### src/cmd_link_defines.svh
`ifndef CMD_LINK_DEFINES_SVH
`define CMD_LINK_DEFINES_SVH

// Framing bytes
`define FRAME_HEADER 8'hFF
`define FRAME_ESCAPE 8'hFE
`define ESC_OFFSET 8'h80
`define REPLY_ACK 8'h06
`define REPLY_NAK 8'h15
`define SIZE_SHORT 8'h02
`define SIZE_LONG 8'h03

// Register map: mirrors, volatile copies, read-only
`define NV_BASE 8'h00
`define NV_LAST 8'h0D
`define VOL_BASE 8'h4B
`define VOL_LAST 8'h58
`define RO_BASE 8'h22
`define RO_LAST 8'h27
`define REG_COUNT 14

// Timing at 10 MHz (100 ns period)
`define CLK_PERIOD_NS 100
`define SELECT_HOLD_US 20
`define SELECT_HOLD_CYC ((`SELECT_HOLD_US * 1000 + `CLK_PERIOD_NS - 1) / `CLK_PERIOD_NS)
`define NV_WRITE_MS 16
`define NV_WRITE_CYC ((`NV_WRITE_MS * 1000000) / `CLK_PERIOD_NS)

// Buffer
`define FIFO_WIDTH 8
`define FIFO_DEPTH 8

`endif

### src/cmd_link_pkg.sv
package cmd_link_pkg;
    typedef enum logic [7:0] {
        P_IDLE = 8'b0000_0001,
        P_SIZE = 8'b0000_0010,
        P_BODY = 8'b0000_0100,
        P_EXEC = 8'b0000_1000,
        P_NVWAIT = 8'b0001_0000,
        P_REPLY = 8'b0010_0000,
        P_DROP = 8'b0100_0000,
        P_LOAD = 8'b1000_0000
    } parse_state_t;

    typedef enum logic [3:0] {
        H_IDLE = 4'b0001,
        H_SEND = 4'b0010,
        H_HOLD = 4'b0100,
        H_WAIT = 4'b1000
    } host_state_t;
endpackage

### src/cmd_link_if.sv
`timescale 1ns/10ps
interface cmd_link_if;
    logic [7:0] rx_data;
    logic rx_valid;
    logic rx_ready;
    logic [7:0] tx_data;
    logic tx_valid;
    logic command_select_n;

    modport device (
        input rx_data,
        input rx_valid,
        output rx_ready,
        output tx_data,
        output tx_valid,
        input command_select_n
    );
    modport host (
        output rx_data,
        output rx_valid,
        input rx_ready,
        input tx_data,
        input tx_valid,
        output command_select_n
    );
endinterface

### src/byte_fifo.sv
`timescale 1ns/10ps
// Small synchronous FIFO; full and empty from an occupancy count
module byte_fifo #(
    parameter int WIDTH = 8,
    parameter int DEPTH = 8
) (
    input wire logic ref_clk,
    input wire logic reset,
    input wire logic [WIDTH-1:0] in_data,
    input wire logic in_valid,
    output logic in_ready,
    output logic [WIDTH-1:0] out_data,
    output logic out_valid,
    input wire logic out_ready
);
    localparam int AW = $clog2(DEPTH);
    logic [WIDTH-1:0] mem_q [DEPTH];
    logic [AW-1:0] wr_q;
    logic [AW-1:0] rd_q;
    logic [AW:0] cnt_q;
    logic push;
    logic pop;

    assign in_ready = (cnt_q != (AW+1)'(DEPTH));
    assign out_valid = (cnt_q != '0);
    assign out_data = mem_q[rd_q];
    assign push = in_valid && in_ready;
    assign pop = out_valid && out_ready;

    // Pointer wrap assumes a power-of-two depth
    always_ff @(posedge ref_clk) begin
        if (reset) begin
            wr_q <= '0;
            rd_q <= '0;
            cnt_q <= '0;
        end else begin
            if (push) begin
                mem_q[wr_q] <= in_data;
                wr_q <= wr_q + 1'b1;
            end
            if (pop) begin
                rd_q <= rd_q + 1'b1;
            end
            cnt_q <= cnt_q + (AW+1)'(push) - (AW+1)'(pop);
        end
    end
endmodule // byte_fifo

### src/cmd_device.sv
`timescale 1ns/10ps
`include "cmd_link_defines.svh"
// Notes on behaviour
// Select high routes bytes to payload.
// Select low routes bytes to parser.
// Host holds select low plus 20 us.
// Long select low is harmless.
// Radio packets still reach UART during commands.
// Mirrors load volatile copies at power-up.
// Escape 0xFE plus value minus 128.
// Frames start 0xFF then size byte.
// Short write: FF 02 reg value.
// Long write: FF 03 reg FE low7.
// Volatile write instant; mirror write stalls.
// Accepted write answers ACK 0x06.
// Host resends write lacking ACK. cmd_host does not resend; retry is left to its user.
// Bad write target answers NAK, no change.
// Read: FF 02 FE reg.
// Read answer ACK, register, raw value.
// Bad read register answers NAK only.
// Errors or completion return to idle hunting.
module cmd_device #(
    parameter int NV_WRITE_CYCLES = `NV_WRITE_CYC
) (
    input wire logic ref_clk,
    input wire logic reset,
    cmd_link_if.device link,
    output logic [7:0] payload_data,
    output logic payload_valid,
    input wire logic payload_ready,
    input wire logic [7:0] radio_data,
    input wire logic radio_valid,
    output logic radio_ready,
    output logic [`REG_COUNT*8-1:0] config_regs
);
    // ****
    // Types and helpers
    // ****
    typedef struct packed {
        cmd_link_pkg::parse_state_t st;
        logic [7:0] size;
        logic [1:0] idx;
        logic esc;
        logic [1:0] nfields;
        logic rd;
        logic [7:0] field0;
        logic [7:0] field1;
        logic [`REG_COUNT*8-1:0] vol;
        logic [`REG_COUNT*8-1:0] nv;
        logic [23:0] wait_cnt;
        logic [23:0] reply;
        logic [1:0] reply_len;
        logic [3:0] load_idx;
        logic [7:0] tx_data;
        logic tx_valid;
        logic rx_ready;
        logic [7:0] pay_data;
        logic pay_valid;
        logic radio_ready;
    } dev_state_t;

    dev_state_t s_q;
    dev_state_t s_d;

    // Register kinds: 1 volatile, 2 mirror, 3 read-only, 0 none
    function automatic logic [1:0] reg_kind(input logic [7:0] r);
        if (r >= `VOL_BASE && r <= `VOL_LAST) return 2'd1;
        if (r <= `NV_LAST) return 2'd2;
        if (r >= `RO_BASE && r <= `RO_LAST) return 2'd3;
        return 2'd0;
    endfunction

    function automatic logic [3:0] reg_slot(input logic [7:0] r);
        if (r >= `VOL_BASE) return 4'(r - `VOL_BASE);
        return 4'(r);
    endfunction

    // Payload path buffered so a busy radio stalls the UART
    logic fifo_in_ready;
    logic [7:0] fifo_out_data;
    logic fifo_out_valid;

    byte_fifo #(.WIDTH(`FIFO_WIDTH), .DEPTH(`FIFO_DEPTH)) pay_fifo (
        .ref_clk(ref_clk),
        .reset(reset),
        .in_data(link.rx_data),
        .in_valid(link.rx_valid && s_q.rx_ready && link.command_select_n),
        .in_ready(fifo_in_ready),
        .out_data(fifo_out_data),
        .out_valid(fifo_out_valid),
        .out_ready(!s_q.pay_valid || payload_ready)
    );

    assign link.tx_data = s_q.tx_data;
    assign link.tx_valid = s_q.tx_valid;
    assign link.rx_ready = s_q.rx_ready;
    assign payload_data = s_q.pay_data;
    assign payload_valid = s_q.pay_valid;
    assign radio_ready = s_q.radio_ready;
    assign config_regs = s_q.vol;

    // ****
    // Next state
    // ****
    always_comb begin
        logic [7:0] b;
        logic cmd_take;
        logic [3:0] slot;
        b = '0;
        cmd_take = 1'b0;
        slot = '0;
        s_d = s_q;
        s_d.tx_valid = 1'b0;
        // Registered ready drops a cycle after each take, as room may be gone by then
        s_d.rx_ready = !(link.rx_valid && s_q.rx_ready) && (link.command_select_n
            ? fifo_in_ready : s_q.st inside {cmd_link_pkg::P_IDLE, cmd_link_pkg::P_SIZE,
            cmd_link_pkg::P_BODY, cmd_link_pkg::P_DROP});
        cmd_take = link.rx_valid && s_q.rx_ready && !link.command_select_n;
        b = link.rx_data;
        // Payload register drains FIFO
        if (!s_q.pay_valid || payload_ready) begin
            s_d.pay_valid = fifo_out_valid;
            s_d.pay_data = fifo_out_data;
        end
        // Radio bytes have their own UART slot when no reply is going out
        if (radio_valid && s_q.radio_ready) begin
            s_d.tx_data = radio_data;
            s_d.tx_valid = 1'b1;
        end
        case (s_q.st)
            cmd_link_pkg::P_LOAD: begin
                // Copy mirrors one by one after reset
                s_d.vol[s_q.load_idx*8 +: 8] = s_q.nv[s_q.load_idx*8 +: 8];
                s_d.load_idx = s_q.load_idx + 4'd1;
                if (s_q.load_idx == 4'(`REG_COUNT - 1)) s_d.st = cmd_link_pkg::P_IDLE;
            end
            cmd_link_pkg::P_IDLE, cmd_link_pkg::P_DROP: begin
                if (cmd_take && b == `FRAME_HEADER) begin
                    s_d.st = cmd_link_pkg::P_SIZE;
                end
            end
            cmd_link_pkg::P_SIZE: begin
                if (cmd_take) begin
                    s_d.size = b;
                    s_d.idx = '0;
                    s_d.esc = 1'b0;
                    s_d.nfields = '0;
                    s_d.rd = 1'b0;
                    if (b == `SIZE_SHORT || b == `SIZE_LONG) s_d.st = cmd_link_pkg::P_BODY;
                    else s_d.st = cmd_link_pkg::P_DROP;
                end
            end
            cmd_link_pkg::P_BODY: begin
                if (cmd_take) begin
                    s_d.idx = s_q.idx + 2'd1;
                    if (b == `FRAME_ESCAPE && !s_q.esc) begin
                        s_d.esc = 1'b1;
                        if (s_q.nfields == 2'd0) s_d.rd = 1'b1;
                    end else begin
                        s_d.esc = 1'b0;
                        // Rebuild escaped value; read escape is a marker only
                        if (s_q.esc && !(s_q.rd && s_q.nfields == 2'd0)) begin
                            b = b | `ESC_OFFSET;
                        end
                        if (s_q.nfields == 2'd0) s_d.field0 = b;
                        else s_d.field1 = b;
                        s_d.nfields = s_q.nfields + 2'd1;
                    end
                    if ({6'd0, s_q.idx} + 8'd1 == s_q.size) begin
                        s_d.st = cmd_link_pkg::P_EXEC;
                    end else if (s_q.idx == 2'd3) begin
                        s_d.st = cmd_link_pkg::P_DROP;
                    end
                end
            end
            cmd_link_pkg::P_EXEC: begin
                slot = reg_slot(s_q.field0);
                s_d.reply = {`REPLY_NAK, 16'h0000};
                s_d.reply_len = 2'd1;
                s_d.st = cmd_link_pkg::P_REPLY;
                if (s_q.rd && s_q.nfields == 2'd1 && s_q.size == `SIZE_SHORT) begin
                    if (reg_kind(s_q.field0) == 2'd1) begin
                        s_d.reply = {`REPLY_ACK, s_q.field0, s_q.vol[slot*8 +: 8]};
                        s_d.reply_len = 2'd3;
                    end else if (reg_kind(s_q.field0) == 2'd2) begin
                        s_d.reply = {`REPLY_ACK, s_q.field0, s_q.nv[slot*8 +: 8]};
                        s_d.reply_len = 2'd3;
                    end else if (reg_kind(s_q.field0) == 2'd3) begin
                        s_d.reply = {`REPLY_ACK, s_q.field0, 8'h00};
                        s_d.reply_len = 2'd3;
                    end // Else NAK
                end else if (!s_q.rd && s_q.nfields == 2'd2
                             && (s_q.size == `SIZE_LONG) == s_q.field1[7]) begin
                    if (reg_kind(s_q.field0) == 2'd1) begin
                        s_d.vol[slot*8 +: 8] = s_q.field1;
                        s_d.reply = {`REPLY_ACK, 16'h0000};
                    end else if (reg_kind(s_q.field0) == 2'd2) begin
                        s_d.nv[slot*8 +: 8] = s_q.field1;
                        s_d.reply = {`REPLY_ACK, 16'h0000};
                        s_d.wait_cnt = 24'(NV_WRITE_CYCLES);
                        s_d.st = cmd_link_pkg::P_NVWAIT;
                    end // Else NAK, nothing stored
                end else begin
                    s_d.st = cmd_link_pkg::P_DROP;
                end
            end
            cmd_link_pkg::P_NVWAIT: begin
                // Stall: parser takes no bytes until the mirror write ends
                s_d.wait_cnt = s_q.wait_cnt - 24'd1;
                if (s_q.wait_cnt <= 24'd1) s_d.st = cmd_link_pkg::P_REPLY;
            end
            cmd_link_pkg::P_REPLY: begin
                s_d.tx_data = s_q.reply[23:16];
                s_d.tx_valid = 1'b1;
                s_d.reply = {s_q.reply[15:0], 8'h00};
                s_d.reply_len = s_q.reply_len - 2'd1;
                if (s_q.reply_len == 2'd1) s_d.st = cmd_link_pkg::P_IDLE;
            end
            default: s_d.st = cmd_link_pkg::P_IDLE;
        endcase
        // Judged on next state: no radio byte meets a reply
        s_d.radio_ready = (s_d.st != cmd_link_pkg::P_REPLY);
    end

    // ****
    // State register
    // ****
    // Mirrors model flash: reset clears them; a real part keeps them
    always_ff @(posedge ref_clk) begin
        if (reset) begin
            s_q <= '0;
            s_q.st <= cmd_link_pkg::P_LOAD;
        end else begin
            s_q <= s_d;
        end
    end
endmodule // cmd_device

### src/flat_wrapper.sv
// flat-port wrapper written by rule: the top's interface ports become plain ports
module cmd_device_flat 
#(
    parameter int NV_WRITE_CYCLES = `NV_WRITE_CYC
)
  (ref_clk, reset, payload_data, payload_valid, payload_ready, radio_data, radio_valid, radio_ready, config_regs, link_rx_data, link_rx_valid, link_rx_ready, link_tx_data, link_tx_valid, link_command_select_n);
  cmd_link_if link_i ();
  input wire logic ref_clk;
  input wire logic reset;
  output logic [7:0] payload_data;
  output logic payload_valid;
  input wire logic payload_ready;
  input wire logic [7:0] radio_data;
  input wire logic radio_valid;
  output logic radio_ready;
  output logic [`REG_COUNT*8-1:0] config_regs;
  input wire logic [$bits(link_i.rx_data)-1:0] link_rx_data;
  input wire logic [$bits(link_i.rx_valid)-1:0] link_rx_valid;
  output wire logic [$bits(link_i.rx_ready)-1:0] link_rx_ready;
  output wire logic [$bits(link_i.tx_data)-1:0] link_tx_data;
  output wire logic [$bits(link_i.tx_valid)-1:0] link_tx_valid;
  input wire logic [$bits(link_i.command_select_n)-1:0] link_command_select_n;
  assign link_i.rx_data = link_rx_data;
  assign link_i.rx_valid = link_rx_valid;
  assign link_rx_ready = link_i.rx_ready;
  assign link_tx_data = link_i.tx_data;
  assign link_tx_valid = link_i.tx_valid;
  assign link_i.command_select_n = link_command_select_n;
  cmd_device #(.NV_WRITE_CYCLES(NV_WRITE_CYCLES)) u_core (.ref_clk(ref_clk), .reset(reset), .link(link_i), .payload_data(payload_data), .payload_valid(payload_valid), .payload_ready(payload_ready), .radio_data(radio_data), .radio_valid(radio_valid), .radio_ready(radio_ready), .config_regs(config_regs));
endmodule
### config.mk
export PLATFORM = sky130hd
export DESIGN_NAME = cmd_device_flat
export DESIGN_NICKNAME = d
export VERILOG_FILES = /design/src/cmd_link_pkg.sv /design/src/cmd_link_if.sv /design/src/byte_fifo.sv /design/src/cmd_device.sv /design/src/flat_wrapper.sv
export VERILOG_INCLUDE_DIRS = /design/src
export SDC_FILE = /design/constraint.sdc
export NUM_CORES = 1
export LEC_CHECK = 0
export ABC_AREA = 1
export BUFFER_PORTS_ARGS = -buffer_cell sky130_fd_sc_hd__clkbuf_2
export CAP_MARGIN = 20
export CORE_ASPECT_RATIO = 0.8
export CORE_UTILIZATION = 24
export DETAILED_ROUTE_END_ITERATION = 8
export GPL_TIMING_DRIVEN = 0
export SETUP_SLACK_MARGIN = 0.4
export SYNTH_ARGS = -nofsm -noshare
export SYNTH_HDL_FRONTEND = slang
export SYNTH_SLANG_ARGS = --single-unit
### constraint.sdc
create_clock -name ref_clk -period 4.2 [get_ports ref_clk]
set_input_delay 0.42 -clock ref_clk [delete_from_list [all_inputs] [get_ports ref_clk]]
set_output_delay 0.42 -clock ref_clk [all_outputs]
set_load 0.1 [all_outputs]
# --- After elaboration in Yosys (flattened, before gate mapping) ---
# Memory sizes are Yosys's and may differ from the RTL's. A register that Yosys moved wholly into a read port is not among the register bits.
# Index checks and enable logic that the tools add are counted.
totals:
  register_bits: 338
  memories: 1
  output_inout_bits: 132
  mem_bits_rw: 64
  elab_cells: 286
  input_bits: 22
mem_list:
  columns: ["name", "depth", "width", "read_ports", "rd_ports_with_merged_regs", "write_ports", "line_no", "rtl"]
  rows:
  - ["u_core.pay_fifo.mem_q", 8, 8, 1, 1, 1, "byte_fifo.sv:17", "logic [WIDTH-1:0] mem_q [DEPTH];"]
classes:
  muxes: 152
  bitwise: 4
  order_cmp: 6
  reduce_logical: 43
  addsub: 13
  n_eq_ne: 38
  shift: 7
ops:
  columns: ["cell", "count"]
  rows:
  - ["112-bit bitwise mux", 3]
  - ["112-bit by 8-bit indexed part select with 8-bit output", 3]
  - ["272-bit 2-to-1 mux", 1]
  - ["248-bit 2-to-1 mux", 1]
  - ["112-bit one-hot mux with 2 select lines", 1]
  - ["8-bit by 34-bit variable shift with 112-bit output (first input constant)", 2]
  - ["8-bit by 34-bit indexed part select with 112-bit output", 2]
  - ["160-bit 2-to-1 mux", 1]
  - ["136-bit 2-to-1 mux", 1]
  - ["112-bit 2-to-1 mux", 1]
  - ["8-bit 2-to-1 mux", 13]
  - ["1-bit 2-to-1 mux", 75]
  - ["2-bit 2-to-1 mux", 36]
  - ["7-bit negation with 34-bit output", 2]
  - ["8-bit one-hot mux with 7 select lines", 1]
  - ["26-bit one-hot mux with 2 select lines", 1]
  - ["24-bit 2-to-1 mux", 2]
  - ["24-bit one-hot mux with 2 select lines", 1]
  - ["23-bit 2-to-1 mux", 2]
  - ["22-bit 2-to-1 mux", 2]
  - ["8-bit by 2-bit == test with 1-bit output (second input constant)", 5]
  - ["26-bit 2-to-1 mux", 1]
  - ["8-bit == test (second input constant)", 3]
  - ["24-bit by 1-bit less-or-equal comparator with 1-bit output (second input constant)", 1]
  - ["other kinds (47)", 102]

# --- Longest topological paths before layout ---
depth:
  ltp_word: 65
  ltp_mapped: 23
  depth_no_buf: 19

# --- Modules after synthesis ---
# A second synthesis with hierarchy kept.
hier_totals:
  hier_cells: 3723
  hier_area_um2: 24141.9
by_module_without_submodules:
  columns: ["module", "cells_per_inst", "instances", "area_each_um2", "seq_area_each_um2"]
  rows:
  - ["cmd_device", 3351, 1, 20618.5, 6726.5]
  - ["byte_fifo", 372, 1, 3523.4, 2182.1]

# --- Worst setup path after synthesis ---
# OpenSTA, ideal clock, no wires.
synth_timing:
  kind: "reg2reg"
  from: "reg u_core.s_q[306] (netlist name)"
  to: "reg u_core.s_q[168] (netlist name)"
  synth_period_minus_slack_ns: 3.604
  n_path_buf: 5
  required_time_ns: 4.072
  setup_time_ns: 0.128
  path_stages_with_launch: 18
  arrival_ns: 3.477
  setup_slack_ns: 0.596
  cell_sequence: "dfxtp_1 > ha_1 > o21ai_1 > nand2_2 > nand3_1 > nand2_1 > buf_2 > clkbuf_1 > clkbuf_1 > ha_1 > inv_1 > clkbuf_1 > nand4_1 > nor2_4 > nand3_1 > clkbuf_1 > o21ai_0 > a21oi_1"
synth_between:
  elab_chain_cells: 18
  word_cells_on_any_way: 66
  cone_classes: "add/sub (2); order compare (5); eq/ne (2); shift (2); mux (51); bitwise (1); reduce/logical (3)"
synth_rtl:
  columns: ["element", "line_no", "rtl"]
  rows:
  - ["start: declaration", "cmd_device.sv:62", "dev_state_t s_q;"]
  - ["8-bit by 6-bit >= comparator with 1-bit output (no line) or 8-bit by 6-bit less-or-equal comparator with 1-bit output (tied branches)", null, null]
  - ["1-bit logical AND (no line)", null, null]
  - ["1-bit 2-to-1 mux (2 in series)", "cmd_device.sv:69", "if (r >= `RO_BASE && r <= `RO_LAST) return 2'd3;"]
  - ["1-bit 2-to-1 mux", "cmd_device.sv:68", "if (r <= `NV_LAST) return 2'd2;"]
  - ["1-bit 2-to-1 mux", "cmd_device.sv:194", "if (reg_kind(s_q.field0) == 2'd1) begin"]
  - ["1-bit 2-to-1 mux", "cmd_device.sv:192", "end else if (!s_q.rd && s_q.nfields == 2'd2"]
  - ["1-bit 2-to-1 mux", "cmd_device.sv:181", "if (s_q.rd && s_q.nfields == 2'd1 && s_q.size == `SIZE_SHORT) begin"]
  - ["1-bit 2-to-1 mux", "cmd_device.sv:130", "case (s_q.st)"]
  - ["2-bit 2-to-1 mux", "cmd_device.sv:70", "return 2'd0;"]
  - ["2-bit 2-to-1 mux", "cmd_device.sv:69", null]
  - ["2-bit 2-to-1 mux", "cmd_device.sv:68", null]
  - ["2-bit 2-to-1 mux", "cmd_device.sv:194", null]
  - ["2-bit 2-to-1 mux", "cmd_device.sv:192", null]
  - ["2-bit 2-to-1 mux", "cmd_device.sv:181", null]
  - ["2-bit 2-to-1 mux", "cmd_device.sv:130", null]
  - ["2-bit == test", "cmd_device.sv:197", "end else if (reg_kind(s_q.field0) == 2'd2) begin"]
  - ["5-bit AND reduction (no line)", null, null]
# Several ways; a longest one is shown, not always the timed one. The select of a mux whose other input is x is not followed.
# A chain may end at the register's enable or synchronous reset.

# --- Worst setup path after layout ---
layout_timing:
  from: "reg u_core.s_q[20] (netlist name)"
  to: "reg u_core.s_q (netlist bit u_core.config_regs[105])"
layout_between:
  elab_chain_cells: 4
  word_cells_on_any_way: 6
  cone_classes: "add/sub (1); shift (3); mux (2)"
layout_rtl:
  columns: ["element", "line_no", "rtl"]
  rows:
  - ["112-bit by 8-bit indexed part select with 8-bit output or 7-bit negation with 34-bit output (tied branches)", "cmd_device.sv:133", "s_d.vol[s_q.load_idx*8 +: 8] = s_q.nv[s_q.load_idx*8 +: 8];"]
  - ["8-bit by 34-bit indexed part select with 112-bit output or 8-bit by 34-bit variable shift with 112-bit output (tied branches)", "cmd_device.sv:133", null]
  - ["112-bit bitwise mux *", "cmd_device.sv:133", null]
  - ["112-bit one-hot mux with 2 select lines *", "cmd_device.sv:130", null]
# Every way passes the cells marked *; elsewhere a longest branch is shown, timed or not.

==> impl_metrics.yaml <==
status:
  status: "complete, no violations"
synthesis:
  ys_seq_elements: 410
  syn_area_um2: 23900
  ys_warn_count: 0
  syn-num-nets: 3724
  yosysUniqueCellTypes: 49
  ys_seq_area_share_pct: 37.0
  synth-edff-count: 64
  synth_area_per_cell_um2: 6.50
  synth-main-ff-cell: "dfxtp_1"
  ys_async_sr_fraction_pct: 0
  syn_inst: 3674
setup_path:
  cp_data_arrival_time_ns: 4.54
  cp-start-kind: "register"
  path_delay_family: "buffers and inverters"
  crit_required_ns: 4.74
  cp-end-kind: "register"
  cp_cell_sequence: "clkbuf_4 > clkbuf_1 > buf_1 > o211ai_1 > a21oi_1 > o22ai_1 > inv_1 > nand2_1 > nor2_2 > nand2_1 > o21ai_0 > nor2_1 > nor2_1"
  worstPathMaxFanout: 10
  max_stage_delay_ns: 0.55
  path_buf_inv: 4
  crit_type: "reg2reg"
  crit_slowest_cell: "buf_1"
global_route:
  grt_max_degree: 14
  met2_usage_pct: 32.1
  antenna_found_initial: 2
  grt_pass1_wl_mm: 167
  grt_busiest_layer: "met2"
  grt_use_met3_pct: 7.97
  met1_usage_pct: 30.8
  track_usage_pct: 22.7
  grt-ovfl-total: 0
  first_global_vias: 23978
sta:
  period_share_pct: 95.2
  fin_crit_ns: 4.00
  tns_ns: 0
  setup_viol: 0
  max_freq_ghz: 0.250
  relSlewSlack_pct: 23.1
  worst_slew_pin_slew_ns: 1.15
  fin_worst_skew_ns: 0.0253
  rsz0062_at_grt: "yes"
  drv_slew: 0
  setup_slack_ns: 0.202
  finalHoldViolCount: 0
pwr:
  p_sw_uw: 4320
  power_leakage_uw: 0.0126
  power_uw: 11900
  sw_frac_of_total_pct: 36.2
  p_per_area_nw_per_um2: 406
  ir_drop_mv: 0.303
  pwr-share-seq_pct: 35.6
  p_clk_share_pct: 39.3
  p_int_uw: 7610
  power_frac_comb_pct: 25.0
place:
  gp_routability_congestion: 1.08
  portBuffers: 152
  dp_hpwl_mm: 92.6
  placedCellCount: 5152
  pre_cts_slack_ns: -1.61
floorplan:
  fp-row-count: 103
  start_util_pct: 24.2
  dieHeight_um: 284
  dieArea_um2: 101000
  die_w_um: 355
  io_pins: 154
  core_area_um2: 98700
final_layout:
  final_util_pct: 29.7
  mostFrequentLayoutCell: "nand2_1"
  layout.nets: 3998
  most-common-layout-cells: "nand2_1 (964), nor2_1 (389), inv_1 (363)"
  fill_cells: 11045
  regArea_um2: 8850
  drive_above_1_share_pct: 16.5
  fin_cells: 5301
  multiInputGateArea_um2: 12300
  syn2layout_area_growth_pct: 22.9
clock_network:
  numCtsBuffers: 50
  clock_sinks: 410
  clkTransAtPathRegs_ns: 0.07
  htree_levels: 2
  clk_latency_ns: 0.62
  ctsRootBufferMaster: "clkbuf_16"
  cts_buffer_depth: 3
  cts_tree: "done"
drt:
  finalWirelength_mm: 119
  viasPerCell: 5.05
  drc: 0
  dr.pass1.iters: 7
  antenna_left: 0
  vias: 26751
  avgRoutedWirePerCell_um: 22.4
  drt_iter0_markers: 3637
job:
  cap_viol_max_count: 0
min_path:
  hold_path.class: "in2reg"
-- stage by stage --
step,area (µm²),hold slack (ns)
after floorplan,23900,0.429
after global placement,26300,0.447
after detailed placement,26500,0.451
after CTS,29000,0.0565
after global routing,29400,0.0854
final,29400,0.0827
-- power by group through the flow --
| stage | logic [µW] | clock network, µW | registers, µW |
|---|---|---|---|
| after CTS | 2890 | 4760 | 4250 |
| final | 2990 | 4690 | 4250 |
| after floorplan | 2050 | 0 | 4320 |
| after global placement | 2850 | 0 | 4340 |
| after detailed placement | 2870 | 0 | 4340 |
| after global routing | 3170 | 4900 | 4270 |
-- timing repair --
| item | 4_1_cts | 5_1_grt |
|---|---|---|
| hold buffers | 0 | 0 |
| buffers inserted | 29 | 24 |
| endpoints found under the setup margin | 230 | 207 |
| resized for setup | 145 | 71 |
| pin swaps | 18 | 18 |
-- sequential cells by signal, indices dropped and copies added (netlist names) --
name / cells
u_core.pay_fifo.cnt_q: 4
u_core.payload_data: 8
u_core.s_q: 204
u_core.pay_fifo.wr_q: 3
u_core.pay_fifo.mem_q: 64
u_core.config_regs: 112
u_core.link.rx_ready: 1
u_core.link.tx_data: 8
u_core.link.tx_valid: 1
u_core.radio_ready: 1
u_core.pay_fifo.rd_q: 3
u_core.payload_valid: 1
-- worst register-to-register path, cell delays in order (launching register included) --
cell and delay (ns):
dfxtp_1 0.46, clkbuf_4 0.27, clkbuf_1 0.40, buf_1 0.55, o211ai_1 0.18, a21oi_1 0.21
o22ai_1 0.26, inv_1 0.28, nand2_1 0.12, nor2_2 0.49, nand2_1 0.32, o21ai_0 0.17
nor2_1 0.07, nor2_1 0.13
-- cell type report --
type,instances,share of cell area (%)
multi-input cells,2544,42.1
inverters,381,4.91
repair buffers,222,4.65
plain buffers,339,6.66
clock buffers,61,4.47
well taps,1312,5.59
flip-flops and latches,410,30.2
diodes,1,0.00853
clock inverters,31,1.48
-- worst paths after layout --
check / start / to / slack, ns / depth (start not counted)
min reg2reg: u_core.s_q[98]$_SDFFE_PP0P_ / u_core.s_q[98]$_SDFFE_PP0P_ / 0.46 / 2
min: radio_data[0] / u_core.link.tx_data[0]$_SDFFE_PP0P_ / 0.08 / 3
max reg2reg: u_core.s_q[20]$_SDFFE_PP0P_ / u_core.config_regs[105]$_SDFFE_PP0P_ / 0.20 / 13
max: u_core.s_q[20]$_SDFFE_PP0P_ / u_core.config_regs[105]$_SDFFE_PP0P_ / 0.20 / 13
-- Yosys cell counts (9+ instances only) --
| master | number | area (µm²) |
|---|---|---|
| a21oi_1 | 246 | 1230 |
| a31oi_1 | 28 | 175 |
| buf_1 | 34 | 128 |
| buf_2 | 51 | 255 |
| buf_4 | 129 | 968 |
| clkbuf_1 | 125 | 469 |
| dfxtp_1 | 346 | 6930 |
| edfxtp_1 | 64 | 1920 |
| ha_1 | 27 | 338 |
| inv_1 | 367 | 1380 |
| nand2_1 | 975 | 3660 |
| nand2_2 | 9 | 56.3 |
| nand3_1 | 271 | 1360 |
| nand4_1 | 108 | 676 |
| nor2_1 | 428 | 1610 |
| nor3_1 | 46 | 230 |
| nor4_1 | 20 | 125 |
| o211ai_1 | 63 | 473 |
| o21ai_0 | 239 | 1200 |
| o22ai_1 | 15 | 93.8 |
-- metal layers --
layer	up-vias	routed length, µm
met5	-	13
met4	2	5390
met3	269	15000
met2	1510	47500
met1	12553	50900
li1	12417	-
-- cells by family (layout without fill, tap and decap cells) --
family / Yosys count / after routing / share of synthesized area [%]
flops: 410 / 410 / 37.0
xor+xnor: 6 / 6 / 0.220
fa+ha+maj: 28 / 28 / 1.50
buf+inv: 720 / 1034 / 13.6
other cells: 0 / 1 / 0
simple gates: 1895 / 1895 / 33.5
compound gates: 615 / 615 / 14.1
Power figures use the tool's default switching activity.
